==> config.mk <==
export PLATFORM = sky130hd
export DESIGN_NAME = fbh_host
export DESIGN_NICKNAME = d
export VERILOG_FILES = /design/src/common/fbh_pkg.sv /design/src/design/fbh_pin_cell.sv /design/src/design/fbh_host.sv
export VERILOG_INCLUDE_DIRS = /design/src /design/src/common
export SDC_FILE = /design/constraint.sdc
export NUM_CORES = 1
export LEC_CHECK = 0
export ABC_AREA = 0
export BUFFER_PORTS_ARGS = -buffer_cell sky130_fd_sc_hd__buf_2
export CORE_ASPECT_RATIO = 0.9
export CORE_MARGIN = 2
export CORE_UTILIZATION = 54
export DETAILED_ROUTE_END_ITERATION = 6
export HOLD_SLACK_MARGIN = 0.03
export PLACE_DENSITY_LB_ADDON = 0.12
export SLEW_MARGIN = 25
export SYNTH_ARGS = -nofsm -noshare
export SYNTH_HDL_FRONTEND = slang
export SYNTH_SLANG_ARGS = --single-unit
==> constraint.sdc <==
create_clock -name clk -period 2.8 [get_ports clk]
set_input_delay 0 -clock clk [delete_from_list [all_inputs] [get_ports clk]]
set_output_delay 0 -clock clk [all_outputs]
set_load 0.1 [all_outputs]
==> src/common/fbh_cfg.svh <==
// Constants of the flash bus host: pin widths, command codes, timing counts.
// Assumes a 100 MHz clock; times are in ns and converted to cycles here.
`ifndef FBH_CFG_SVH
`define FBH_CFG_SVH

`define FBH_ADDR_W 21
`define FBH_DATA_W 16
`define FBH_CLK_NS 10
// Cycle phases of one bus access and of the reset pulse
`define FBH_T_ACC_NS 70
`define FBH_T_ACC_CYC ((`FBH_T_ACC_NS + `FBH_CLK_NS - 1) / `FBH_CLK_NS)
`define FBH_T_WP_NS 30
`define FBH_T_WP_CYC ((`FBH_T_WP_NS + `FBH_CLK_NS - 1) / `FBH_CLK_NS)
`define FBH_T_RP_NS 500
`define FBH_T_RP_CYC ((`FBH_T_RP_NS + `FBH_CLK_NS - 1) / `FBH_CLK_NS)
`define FBH_T_RH_NS 50
`define FBH_T_RH_CYC ((`FBH_T_RH_NS + `FBH_CLK_NS - 1) / `FBH_CLK_NS)
`define FBH_CNT_W 8

// Software register offsets of the host port
`define FBH_REG_ADDR 4'h0
`define FBH_REG_WDATA 4'h1
`define FBH_REG_CMD 4'h2
`define FBH_REG_CTRL 4'h3
`define FBH_REG_STATUS 4'h4
`define FBH_REG_RDATA 4'h5
// Command register codes
`define FBH_CMD_READ 2'h0
`define FBH_CMD_WRITE 2'h1
`define FBH_CMD_RESET 2'h2
// Control fields
`define FBH_CTRL_WORD 0
`define FBH_CTRL_ACCEL 1
`define FBH_CTRL_PROT 2
// Flash command data for the unlock and id sequences
`define FBH_UNLOCK_A1 21'h000555
`define FBH_UNLOCK_A2 21'h0002aa
`define FBH_UNLOCK_D1 16'h00aa
`define FBH_UNLOCK_D2 16'h0055
// Bench flash id entry command and its id code; both values are arbitrary
`define FBH_ID_CMD 16'h0011
`define FBH_ID_CODE 16'h0a5c

`endif

==> src/common/fbh_pkg.sv <==
// Types of the flash bus host.
// Constants live in fbh_cfg.svh.
package fbh_pkg;
  typedef enum logic [2:0] {
    ST_IDLE,
    ST_RD_SETUP,
    ST_WR_PULSE,
    ST_WR_HOLD,
    ST_RST_PULSE,
    ST_RST_RECOVER
  } fbh_state_t;
endpackage

==> src/design/fbh_pin_cell.sv <==
// One two-way data pin cell of the flash bus host.
// Assumes the pad combines out and oe_n; oe_n low means driving.
`timescale 1ns/1ns
module fbh_pin_cell (
  input wire logic clk,
  input wire logic resetn,
  input wire logic drive,
  input wire logic val,
  input wire logic pin_in,
  input wire logic capture,
  output logic pin_out,
  output logic pin_oe_n,
  output logic cap_ff
);
  typedef struct packed {
    logic out;
    logic oe_n;
    logic cap;
  } fbh_cell_t;

  fbh_cell_t st_ff;
  fbh_cell_t nxt_st;

  always_comb begin
    nxt_st = st_ff;
    nxt_st.out = val;
    nxt_st.oe_n = ~drive;
    if (capture) begin
      nxt_st.cap = pin_in;
    end
  end

  always_ff @(posedge clk or negedge resetn) begin
    if (!resetn) begin
      st_ff <= 3'b010;
    end else begin
      st_ff <= nxt_st;
    end
  end

  assign pin_out = st_ff.out;
  assign pin_oe_n = st_ff.oe_n;
  assign cap_ff = st_ff.cap;
endmodule // fbh_pin_cell

==> src/design/fbh_host.sv <==
// Host controller that drives a dual-width flash over its parallel pins.
// Assumes synchronous pin inputs and software on a simple strobe port.
`timescale 1ns/1ns
`include "fbh_cfg.svh"

// Behaviour
// No flash address reaches command register
// Device latches command, address, data
// Read: select and gate low, strobe high
// Write: strobe and select low, gate high
// Device starts in array read mode
// Banks read array until command changes
// Width select high: sixteen data pins
// Width select low: byte lanes, top pin address
// Byte width adds low address bit
// Program width follows width select
// Short program mode: two write cycles
// Sector, multi-sector, chip erase supported
// Four banks from upper address bits
// High voltage enters short program mode
// Low protect pin guards boot sectors
// Id command gives separate id codes
// Gate high releases data pins
// Reset low aborts, device back to read
// Select high releases pins, ignores strobe
// Byte width low bit picks byte
module fbh_host (
  input wire logic clk,
  input wire logic resetn,
  input wire logic [3:0] reg_addr,
  input wire logic [15:0] reg_wdata,
  input wire logic reg_wr,
  input wire logic reg_rd,
  output logic [15:0] reg_rdata,
  output logic [20:0] flash_addr,
  input wire logic [15:0] flash_dq_in,
  output logic [15:0] flash_dq_out,
  output logic [15:0] flash_dq_oe_n,
  output logic chip_select_n,
  output logic output_gate_n,
  output logic write_strobe_n,
  output logic reset_n,
  output logic width_select_n,
  output logic protect_accel_n,
  output logic accel_high_voltage,
  input wire logic op_pending_n
);
  typedef struct packed {
    fbh_pkg::fbh_state_t state;
    logic [`FBH_CNT_W-1:0] cnt;
    logic [20:0] addr;
    logic [15:0] wdata;
    logic [2:0] ctrl;
    logic busy;
    logic done;
    logic [15:0] rdata;
  } fbh_host_st_t;

  fbh_host_st_t st_ff;
  fbh_host_st_t nxt_st;
  logic [15:0] dq_cap;
  logic dq_drive;
  logic capture;
  logic [15:0] dq_val;
  logic [15:0] lane_drive;
  logic low_addr_bit;

  // Byte width: extra low address bit rides on the top data pin
  assign low_addr_bit = st_ff.wdata[15];
  assign dq_drive = (st_ff.state == fbh_pkg::ST_WR_PULSE) ||
                    (st_ff.state == fbh_pkg::ST_WR_HOLD);
  // Pins are captured one cycle before rdata takes the cell's register
  assign capture = (st_ff.state == fbh_pkg::ST_RD_SETUP) && (st_ff.cnt == `FBH_CNT_W'(1));

  always_comb begin
    dq_val = st_ff.wdata;
    lane_drive = {16{dq_drive}};
    if (!st_ff.ctrl[`FBH_CTRL_WORD]) begin
      // Byte width drives only the low lane plus the address bit
      dq_val = {low_addr_bit, 7'h00, st_ff.wdata[7:0]};
      lane_drive = {st_ff.state != fbh_pkg::ST_IDLE &&
                    st_ff.state != fbh_pkg::ST_RST_PULSE &&
                    st_ff.state != fbh_pkg::ST_RST_RECOVER,
                    7'h00, {8{dq_drive}}};
    end
  end

  genvar gi;
  generate
    for (gi = 0; gi < 16; gi = gi + 1) begin : g_dq
      fbh_pin_cell u_cell (
        .clk(clk),
        .resetn(resetn),
        .drive(lane_drive[gi]),
        .val(dq_val[gi]),
        .pin_in(flash_dq_in[gi]),
        .capture(capture),
        .pin_out(flash_dq_out[gi]),
        .pin_oe_n(flash_dq_oe_n[gi]),
        .cap_ff(dq_cap[gi])
      );
    end
  endgenerate

  always_comb begin
    nxt_st = st_ff;
    nxt_st.done = 1'b0;
    // Software writes land only in host registers, never at flash addresses
    if (reg_wr) begin
      unique case (reg_addr)
        `FBH_REG_ADDR: nxt_st.addr[15:0] = reg_wdata;
        `FBH_REG_WDATA: nxt_st.wdata = reg_wdata;
        `FBH_REG_CTRL: begin
          nxt_st.ctrl = reg_wdata[2:0];
          nxt_st.addr[20:16] = reg_wdata[12:8]; // bank and sector bits, see
        end
        default: ;
      endcase
    end
    unique case (st_ff.state)
      fbh_pkg::ST_IDLE: begin
        nxt_st.busy = 1'b0;
        if (reg_wr && reg_addr == `FBH_REG_CMD) begin
          nxt_st.busy = 1'b1;
          unique case (reg_wdata[1:0])
            `FBH_CMD_READ: begin
              nxt_st.state = fbh_pkg::ST_RD_SETUP;
              // Spare cycle keeps the full access time before capture
              nxt_st.cnt = `FBH_CNT_W'(`FBH_T_ACC_CYC + 1);
            end
            `FBH_CMD_WRITE: begin
              nxt_st.state = fbh_pkg::ST_WR_PULSE;
              nxt_st.cnt = `FBH_CNT_W'(`FBH_T_WP_CYC);
            end
            `FBH_CMD_RESET: begin
              nxt_st.state = fbh_pkg::ST_RST_PULSE;
              nxt_st.cnt = `FBH_CNT_W'(`FBH_T_RP_CYC);
            end
            default: nxt_st.busy = 1'b0;
          endcase
        end
      end
      fbh_pkg::ST_RD_SETUP: begin
        if (st_ff.cnt == '0) begin
          nxt_st.state = fbh_pkg::ST_IDLE;
          nxt_st.done = 1'b1;
          // Byte reads: device already picked the byte by the low bit
          nxt_st.rdata = st_ff.ctrl[`FBH_CTRL_WORD] ? dq_cap
                                                  : {8'h00, dq_cap[7:0]};
        end else begin
          nxt_st.cnt = st_ff.cnt - 1'b1;
        end
      end
      fbh_pkg::ST_WR_PULSE: begin
        // Device latches address and data at the rising strobe, see
        if (st_ff.cnt == '0) begin
          nxt_st.state = fbh_pkg::ST_WR_HOLD;
        end else begin
          nxt_st.cnt = st_ff.cnt - 1'b1;
        end
      end
      fbh_pkg::ST_WR_HOLD: begin
        nxt_st.state = fbh_pkg::ST_IDLE;
        nxt_st.done = 1'b1;
      end
      fbh_pkg::ST_RST_PULSE: begin
        if (st_ff.cnt == '0) begin
          nxt_st.state = fbh_pkg::ST_RST_RECOVER;
          nxt_st.cnt = `FBH_CNT_W'(`FBH_T_RH_CYC);
        end else begin
          nxt_st.cnt = st_ff.cnt - 1'b1;
        end
      end
      fbh_pkg::ST_RST_RECOVER: begin
        // Device is back in array read after this, see
        if (st_ff.cnt == '0) begin
          nxt_st.state = fbh_pkg::ST_IDLE;
          nxt_st.done = 1'b1;
        end else begin
          nxt_st.cnt = st_ff.cnt - 1'b1;
        end
      end
      default: nxt_st.state = fbh_pkg::ST_IDLE;
    endcase
  end

  always_ff @(posedge clk or negedge resetn) begin
    if (!resetn) begin
      st_ff <= '{state: fbh_pkg::ST_IDLE, cnt: '0, addr: '0, wdata: '0,
                 ctrl: 3'h1, busy: 1'b0, done: 1'b0, rdata: '0};
    end else begin
      st_ff <= nxt_st;
    end
  end

  // Select only during an access; idle keeps the device in standby, see
  assign chip_select_n = !(st_ff.state == fbh_pkg::ST_RD_SETUP || dq_drive);
  // Gate low only while reading, so data pins never fight, see
  assign output_gate_n = !(st_ff.state == fbh_pkg::ST_RD_SETUP);
  assign write_strobe_n = !(st_ff.state == fbh_pkg::ST_WR_PULSE);
  assign reset_n = !(st_ff.state == fbh_pkg::ST_RST_PULSE);
  assign width_select_n = st_ff.ctrl[`FBH_CTRL_WORD];
  // High voltage selects short program mode; low pin keeps boot guard
  assign accel_high_voltage = st_ff.ctrl[`FBH_CTRL_ACCEL];
  assign protect_accel_n = ~st_ff.ctrl[`FBH_CTRL_PROT];
  assign flash_addr = st_ff.addr;

  logic [15:0] rd_ff;
  always_ff @(posedge clk or negedge resetn) begin
    if (!resetn) begin
      rd_ff <= '0;
    end else if (reg_rd) begin
      unique case (reg_addr)
        `FBH_REG_ADDR: rd_ff <= st_ff.addr[15:0];
        `FBH_REG_WDATA: rd_ff <= st_ff.wdata;
        `FBH_REG_CTRL: rd_ff <= {3'h0, st_ff.addr[20:16], 5'h00, st_ff.ctrl};
        `FBH_REG_STATUS: rd_ff <= {13'h0000, st_ff.done, ~op_pending_n, st_ff.busy};
        `FBH_REG_RDATA: rd_ff <= st_ff.rdata; // id codes read the same way, see
        default: rd_ff <= '0;
      endcase
    end else begin
      rd_ff <= '0;
    end
  end
  assign reg_rdata = rd_ff;
endmodule // fbh_host

== Word-level counts from Yosys, hierarchy flattened ==
Cells that the tools add are included.

* Bits of input ports: 41
* Logic and storage cells: 142
* Register bits after elaboration: 133
* Output and inout bits: 76

* Reduce and logical (&&, ||, !) cells: 25
* Bitwise gates (word level): 18
* Add/sub/neg operators: 1
* Muxes and demuxes: 19
* Equal/unequal tests: 21

{| class="wikitable"
|+ Operator list
! operator !! number
|-
| 16-bit one-hot mux with 5 select lines || 1
|-
| 16-bit two-way mux || 3
|-
| 11-bit one-hot mux with 3 select lines || 1
|-
| 8-bit one-hot mux with 3 select lines || 1
|-
| 1-bit inverter || 18
|-
| 17-bit two-way mux || 1
|-
| 8-bit two-way mux || 2
|-
| 15-bit two-way mux || 1
|-
| 3-bit one-hot mux with 4 select lines || 1
|-
| 11-bit two-way mux || 1
|-
| 3-bit two-way mux || 3
|-
| 4-bit by 2-bit equality test with 1-bit output, second input constant || 2
|-
| 4-bit by 3-bit equality test with 1-bit output, second input constant || 2
|-
| 8-bit by 1-bit equality test with 1-bit output, second input constant || 1
|-
| 8-bit logical NOT || 1
|-
| 2-bit AND reduction || 4
|-
| 8-bit by 1-bit subtractor with 8-bit output, second input constant || 1
|-
| 3-bit by 2-bit equality test with 1-bit output, second input constant || 2
|-
| 3-bit equality test, second input constant || 2
|-
| 2-bit != test, second input constant || 3
|-
| 3-bit != test, second input constant || 2
|-
| 3-bit nonzero test || 2
|-
| 3-bit OR reduction || 2
|-
| 5-bit AND reduction || 1
|-
| other kinds (16) || 26
|}

== Depth between registers and ports, before layout ==
Gate-level depths: netlist (run 1).

* Depth in word-level cells: 5
* Mapped depth: 7
* Depth with buffers taken out: 6

== Cells and area by module ==
From an unflattened synthesis (run 1), not the netlist that was laid out.

* Cells, all modules: 454
* Area, all modules: 5725.5 um^2

{| class="wikitable"
|+ By module, submodules not included
! module !! seq. area each (um^2) !! cells each !! area each (um^2) !! instances
|-
| fbh_host || 2128.3 || 374 || 4204.0 || 1
|-
| fbh_pin_cell || 76.3 || 5 || 95.1 || 16
|}

== Worst setup path after synthesis (run 1) ==
OpenSTA, ideal clock, no wires.

* Path kind: register to register
* From: register st_ff[58] (netlist bit)
* To: register st_ff[61] (netlist bit)
* Setup slack: 814 ps
* Clock period less this slack: 1986 ps
* Arrival time: 1860 ps
* Cell stages (with the launch flop): 7
* Cells stage by stage: dfrtp_1 -> inv_1 -> ha_1 -> or4b_4 -> a2111oi_4 -> o22ai_1 -> a221o_1

* Word-level cells in the longest chain between the ends: 3

{| class="wikitable"
|+ RTL lines
! item !! RTL line !! source
|-
| start: declaration || fbh_host.sv:59 || <nowiki>fbh_host_st_t st_ff;</nowiki>
|-
| start signal: assignment || fbh_host.sv:189 || <nowiki>st_ff <= '{state: fbh_pkg::ST_IDLE, cnt: '0, addr: '0, wdata: '0,</nowiki>
|-
| start signal: assignment || fbh_host.sv:192 || <nowiki>st_ff <= nxt_st;</nowiki>
|-
| 8-bit by 1-bit subtractor with 8-bit output or 8-bit logical NOT (tied branches) || n/a ||
|-
| 8-bit two-way mux, or another cell as far along || fbh_host.sv:144, fbh_host.sv:156, fbh_host.sv:176 ||
|-
| 8-bit one-hot mux with 3 select lines or 4-bit AND reduction (tied branches) || n/a ||
|}

Several ways; a longest one is shown, not always the timed one. The select of a mux whose other input is x is not followed.
A chain may end at the register's enable or synchronous reset.

== Final worst setup path (run 1) ==
Ends and elaborated chain as after synthesis.

==> results of run 1 <==
cell usage after synthesis, drive strengths merged (3+ instances only):
library cell,count
a21oi,13
a222oi,8
a22oi,16
a31oi,3
and2,10
buf,62
clkbuf,8
dfrtp,116
dfstp,4
ha,7
inv,13
mux2,64
nand2,30
nand3,6
nand4,3
nor2,18
nor3,5
nor3b,3
nor4,3
o21ai,21
o22ai,4
o31ai,3
or3,3
routing by layer:
metal,GRT usage [%],share of wire (%)
met3,6.946,6.4
met5,0,0
met2,38.18,47
met4,6.635,0.90
met1,34.65,45
layout make-up:
class | count | area [sq um] | area share [%]
inverter | 13 | 48.80 | 0.7189
sequential | 120 | 3008 | 44.31
clock inverter | 13 | 201.4 | 2.968
multi-input combinational | 249 | 1963 | 28.92
timing repair buffer | 156 | 965.9 | 14.23
tap | 126 | 157.7 | 2.323
clock buffer | 19 | 442.9 | 6.525
critical path, cell delays in order (launching register included):
cell and delay, ns:
dfrtp_1 0.44, inv_1 0.13, ha_1 0.16, or4b_4 0.49
a2111oi_4 0.33, o22ai_1 0.15, a221o_1 0.33
stage by stage:
| stage | cells | power, W | utilization (%) | cell area (sq um) |
|---|---|---|---|---|
| after detailed placement | 631 | 0.004159 | 59.41 | 5813 |
| after global routing | 696 | 0.006810 | 69.37 | 6788 |
| after CTS | 696 | 0.006577 | 69.37 | 6788 |
| final | 696 | 0.006547 | 69.37 | 6788 |
| after global placement | 631 | 0.004139 | 59.41 | 5813 |
| after floorplan | 452 | 0.003948 | - | 5502 |
sequential cells by signal, summed over array words and instances (netlist names), 3 cells and up:
register	flops
g_dq.u_cell.pin_oe_n	3
g_dq.u_cell.pin_out	16
g_dq.u_cell.cap_ff	16
reg_rdata	16
st_ff	45
flash_addr	21
cells by family after synthesis:
group | count (synthesis)
muxes | 65
and+or+nand+nor | 89
AOI/OAI and AO/OA | 88
buffers and inverters | 83
adders and majority gates | 7
DFF | 120
where the power goes:
part / switching (W) / internal, W / total [W]
clock network: 0.000771 / 0.00160 / 0.00237
logic: 0.00144 / 0.000455 / 0.00190
registers: 0.000279 / 0.00200 / 0.00228
total: 0.00249 / 0.00405 / 0.00655
layout by cell type (no fill, tap or decap), types with 3 or more instances in the layout:
cell,count
a31oi_1,3
dfrtp_1,116
clkbuf_16,17
dfstp_2,4
nor3b_1,3
buf_2,115
ha_1,7
o21ai_0,11
mux2_1,46
o22ai_1,4
dlygate4sd3_1,33
mux2_2,18
nand2_1,28
a21oi_1,13
a222oi_1,8
o21ai_1,10
clkinv_2,4
nor3_1,3
buf_4,8
and2_1,10
inv_1,12
nor2_1,17
nand3_1,6
clkinvlp_4,3
bufinv_16,5
a22oi_1,16
path summary, 6_finish.rpt:
kind	from	endpoint	slack (ns)	cells after the start
max	st_ff[58]	st_ff[61]	0.66	6
min	op_pending_n	reg_rdata[1]	0.08	4
max reg2reg	st_ff[58]	st_ff[61]	0.66	6
min reg2reg	st_ff[28]	g_dq[7].u_cell.pin_out	0.40	0
max in group asynchronous	resetn	g_dq[15].u_cell.pin_oe_n	1.78	3
min in group asynchronous	resetn	g_dq[10].u_cell.pin_out	0.19	2
==> run_results.csv, run 1 <==
group,metric,value,unit
floorplan,core-area,9784,sq um
timing,holdWs,0.08414,ns
clocking,cts_max_path_buffers,2,
global_route,gr-total-overflow,0,
clocking,clk_latency,0.40,ns
worst_hold_path,hold_path.class,"in2reg",
global_route,grt_pass1_wl,20.49,mm
timing,worstMarginPinSlew,0.8018,ns
placement,portBuffers,116,
yosys,synthAdderAreaFrac,1.592,%
timing,finalMaxSlewViolations,0,
run,drv_cap,0,
global_route,antenna_found_initial,0,
clocking,hold_buffers,33,
critical_path,end_kind,"flop",
timing,period_share,76.53,%
yosys,synth-edff-count,0,
yosys,avgSynthCellArea,12.17,sq um
yosys,synth.mux.area_fraction,13.28,%
yosys,synth_area_leader_cell,"dfrtp_1",
drt,drc,0,
placement,hpwl,8.143,mm
yosys,synth_top_flop_cell,"dfrtp_1",
cells_and_area,area_growth,23.38,%
yosys,synth_compound_area_share,11.74,%
floorplan,die_x,110.4,microns
critical_path,required,3.09,ns
floorplan,dieArea,11010,sq um
clocking,cts_root_buf,"clkbuf_16",
global_route,grtUsageTotal,24.75,%
drt,ant_nets,0,
global_route,grt_pass1_vias,3890,
timing,final-hold-violation-count,0,
timing,finalSetupTns,0,ns
cells_and_area,drive_above_1_share,33.68,%
yosys,synth_top_family_by_area,"multiplexers",
yosys,ys_async_sr_fraction,100.0,%
yosys,syn-num-nets,500,
critical_path,arrival,2.43,ns
placement,gp_congestion,0.9259,
clocking,cts_resized,0,
clocking,clk_pin_slew,0.06,ns
drt,vias_per_cell,5.550,
yosys,syn_inst,452,
clocking,cts_buffers,17,
pwr,leakagePower,3.182,nW
critical_path,cp-start-kind,"flop",
yosys,yosys.area_share.simple,9.074,%
clocking,htreeDepth,4,
timing,rsz0062_at_grt,"false",
drt,dr.pass1.iters,5,
timing,fmax,466.7,MHz
cells_and_area,diodes,0,
yosys,syn-cell-area,5502,sq um
floorplan,ios,117,
run_status,status,"finished, final reports clean",
clocking,cts_tree,"yes",
pwr,vdd_drop_max,691.1,uV
floorplan,num_rows,34,
global_route,grt_max_degree,53,
placement,place_ws,0.6577,ns
timing,layout_min_cycle_time,2.143,ns
yosys,synth_area_leaders,"dfrtp_1, mux2_1, buf_4",
yosys,ys_seq_area_share,54.67,%
yosys,synth_top_area_share,52.76,%
cells_and_area,fillCellCount,718,
yosys,synth.ff_latch_count,120,
timing,setup_violations,0,
floorplan,start_util,56.23,%
clocking,clock-sinks,120,
cells_and_area,fin_nets,605,
drt,routedWlPerCell,18.05,microns
pwr,p_per_area,964.5,nW/um^2
clocking,post_cts_buffers,0,
timing,finClkSkew,0.005892,ns
timing,slew_headroom,46.38,%
drt,routed_wl,12.56,mm
critical_path,path_class,"reg2reg",
yosys,synth_xor_area_share,0,%
timing,finalWorstSetupSlack,0.6572,ns
drt,drtIter0Drc,343,
yosys,yosysUniqueCellTypes,59,
drt,num_vias,3863,
yosys,yosys_warnings,0,
floorplan,die_y,99.76,microns
critical_path,critical_path_peak_fanout,7,
Note: power is estimated with default switching activity, not from simulation.
==> run 2: changes to the inputs <==
==> constraint.sdc (replaced) <==
create_clock -name clk -period 2.22 [get_ports clk]
set_input_delay 0 -clock clk [delete_from_list [all_inputs] [get_ports clk]]
set_output_delay 0 -clock clk [all_outputs]
set_load 0.1 [all_outputs]
==> run_results.csv, run 2 (synthesized netlist as in run 1, its figures left out) <==
group,metric,value,unit
critical_path,slowest_stage,"or4b_4",
global_route,grt_pass1_wl,20.13,mm
global_route,gr-usage-met3,5.374,%
critical_path,required,2.50,ns
critical_path,arrival,2.41,ns
cells_and_area,fin_cells,708,
cells_and_area,mostFrequentLayoutCell,"dfrtp_1",
drt,ant_nets,0,
placement,place_area,5896,sq um
critical_path,cp-start-kind,"flop",
clocking,cts_root_buf,"clkbuf_16",
timing,finalMaxSlewViolations,0,
cells_and_area,area_growth,23.68,%
global_route,gr-total-overflow,0,
drt,routed_wl,12.42,mm
pwr,pwr-share-clk,32.2,%
placement,portBuffers,116,
placement,hpwl,8.416,mm
timing,finClkSkew,0.008416,ns
pwr,switching_power,0.003094,W
cells_and_area,final_area,6804,sq um
floorplan,ios,117,
timing,slew_headroom,46.14,%
clocking,cts_buffers,17,
global_route,antenna_found_initial,0,
critical_path,path_class,"reg2reg",
pwr,p_int,0.004826,W
critical_path,cp_cell_sequence,"inv_2 > ha_2 > or4b_4 > a2111oi_4 > o31ai_1 > a221o_1",
drt,drc,2,
cells_and_area,largest_register,"st_ff",
timing,finalSetupTns,0,ns
timing,setup_violations,0,
clocking,htreeDepth,4,
timing,period_share,95.65,%
placement,dp.cells,642,
cells_and_area,multi_input_area,1966,sq um
pwr,p_per_area,1164,nW/um^2
global_route,use_met2,37.42,%
pwr,pwr-share-seq,35.8,%
global_route,grt_pass1_vias,3985,
drt,dr.pass1.iters,7,
floorplan,dieArea,11010,sq um
placement,place_ws,0.09411,ns
worst_hold_path,hold_path.class,"in2reg",
critical_path,slowest_delay,0.49,ns
clocking,cts_tree,"yes",
clocking,clock-sinks,120,
floorplan,die_x,110.4,microns
cells_and_area,drive_above_1_share,35.22,%
pwr,netSwitchingFraction,39.06,%
floorplan,die_y,99.76,microns
floorplan,num_rows,34,
pwr,leakagePower,3.207,nW
cells_and_area,ff_latch_area,3008,sq um
placement,gp_congestion,0.8642,
drt,drtIter0Drc,240,
drt,routedWlPerCell,17.55,microns
pwr,p_comb_share,32.0,%
global_route,grt.busiest_layer,"met2",
floorplan,core-area,9784,sq um
cells_and_area,largest_reg_flops,45,
cells_and_area,fillCellCount,740,
drt,vias_per_cell,5.565,
global_route,grt_max_degree,54,
timing,final-hold-violation-count,0,
timing,worstMarginPinSlew,0.8055,ns
cells_and_area,diodes,0,
clocking,clk_pin_slew,0.05,ns
cells_and_area,mostFrequentLayoutCells,"dfrtp_1, buf_2, mux2_1, dlygate4sd3_1, nand2_1",
floorplan,start_util,56.23,%
critical_path,end_kind,"flop",
global_route,grt_use_met1,33.51,%
critical_path,critical_path_peak_fanout,5,
global_route,grtUsageTotal,24.29,%
cells_and_area,final_core_util,69.54,%
clocking,cts_max_path_buffers,2,
timing,layout_min_cycle_time,2.123,ns
clocking,clk_latency,0.40,ns
pwr,vdd_drop_max,857.4,uV
run_status,violations,"design-rule violations",
timing,finalWorstSetupSlack,0.09659,ns
drt,num_vias,3940,
cells_and_area,fin_nets,618,
timing,fmax,470.9,MHz
run,drv_cap,0,
run_status,status,"finished with violations",
timing,rsz0062_at_grt,"false",
## run 2: changes by cell type in the layout (fill, tap and decap cells not counted), sizes merged
cell	before	now
buf	123	136
clkbuf	19	24
bufinv	5	1
clkinv	5	4
clkinvlp	3	2
## run 2: what timing repair did
item                                    CTS  global route
hold buffers                             33             0
endpoints found under the setup margin    0             2
endpoints found under the hold margin   101             0
setup buffers                             0             2
resized for setup                         0             3
## run 2: area by class of cell
type                       count  share of cell area (%)
clock inverter                 7                   1.011
tap                          126                   2.317
multi-input combinational    249                   28.89
timing repair buffer         169                   15.63
sequential                   120                   44.21
inverter                      13                  0.7172
clock buffer                  24                   7.227
## run 2: worst max-delay path: cells and delay by family (launching register included)
| family | cells | cell delay [ns] |
|---|---|---|
| buffers and inverters | 1 | 0.09 |
| AOI/OAI and AO/OA | 3 | 0.88 |
| adders and majority gates | 1 | 0.17 |
| DFF | 1 | 0.38 |
| and+or+nand+nor | 1 | 0.49 |
## run 2: final timing paths
check	cells past startpoint	from	slack, ns	to
max in group asynchronous	3	resetn	1.28	flash_addr[14]
worst max-delay path	6	st_ff[58]	0.1	st_ff[62]
worst min register to register	0	st_ff[23]	0.40	g_dq[2].u_cell.pin_out
worst max register to register	6	st_ff[58]	0.1	st_ff[62]
worst min-delay path	4	op_pending_n	0.08	reg_rdata[1]
min in group asynchronous	2	resetn	0.17	st_ff[22]
## run 2: routing by layer
metal	up-vias	wire, microns	part of all wire, %
met5	-	0	0
met3	19	813	6.5
met2	163	5870	47
li1	1815	-	-
met4	0	185	1.5
met1	1943	5553	45
## run 2: power by group through the flow
stage                     registers [W]  logic, W  clock network [W]
final                           0.00284   0.00254            0.00255
after CTS                       0.00283   0.00252            0.00259
after detailed placement        0.00286   0.00247                  0
after global placement          0.00285   0.00245                  0
after global routing            0.00288   0.00268            0.00270
after floorplan                 0.00284   0.00214                  0
## run 2: per-stage QoR
| step | hold slack, ns | total power, W |
|---|---|---|
| 2_1_floorplan | -0.2956 | 0.004980 |
| 5_1_grt | 0.1238 | 0.008268 |
| 3_5_place_dp | 0.08597 | 0.005334 |
| 3_3_place_gp | 0.08380 | 0.005297 |
| 4_1_cts | 0.06617 | 0.007946 |
| 6_report | 0.07796 | 0.007919 |
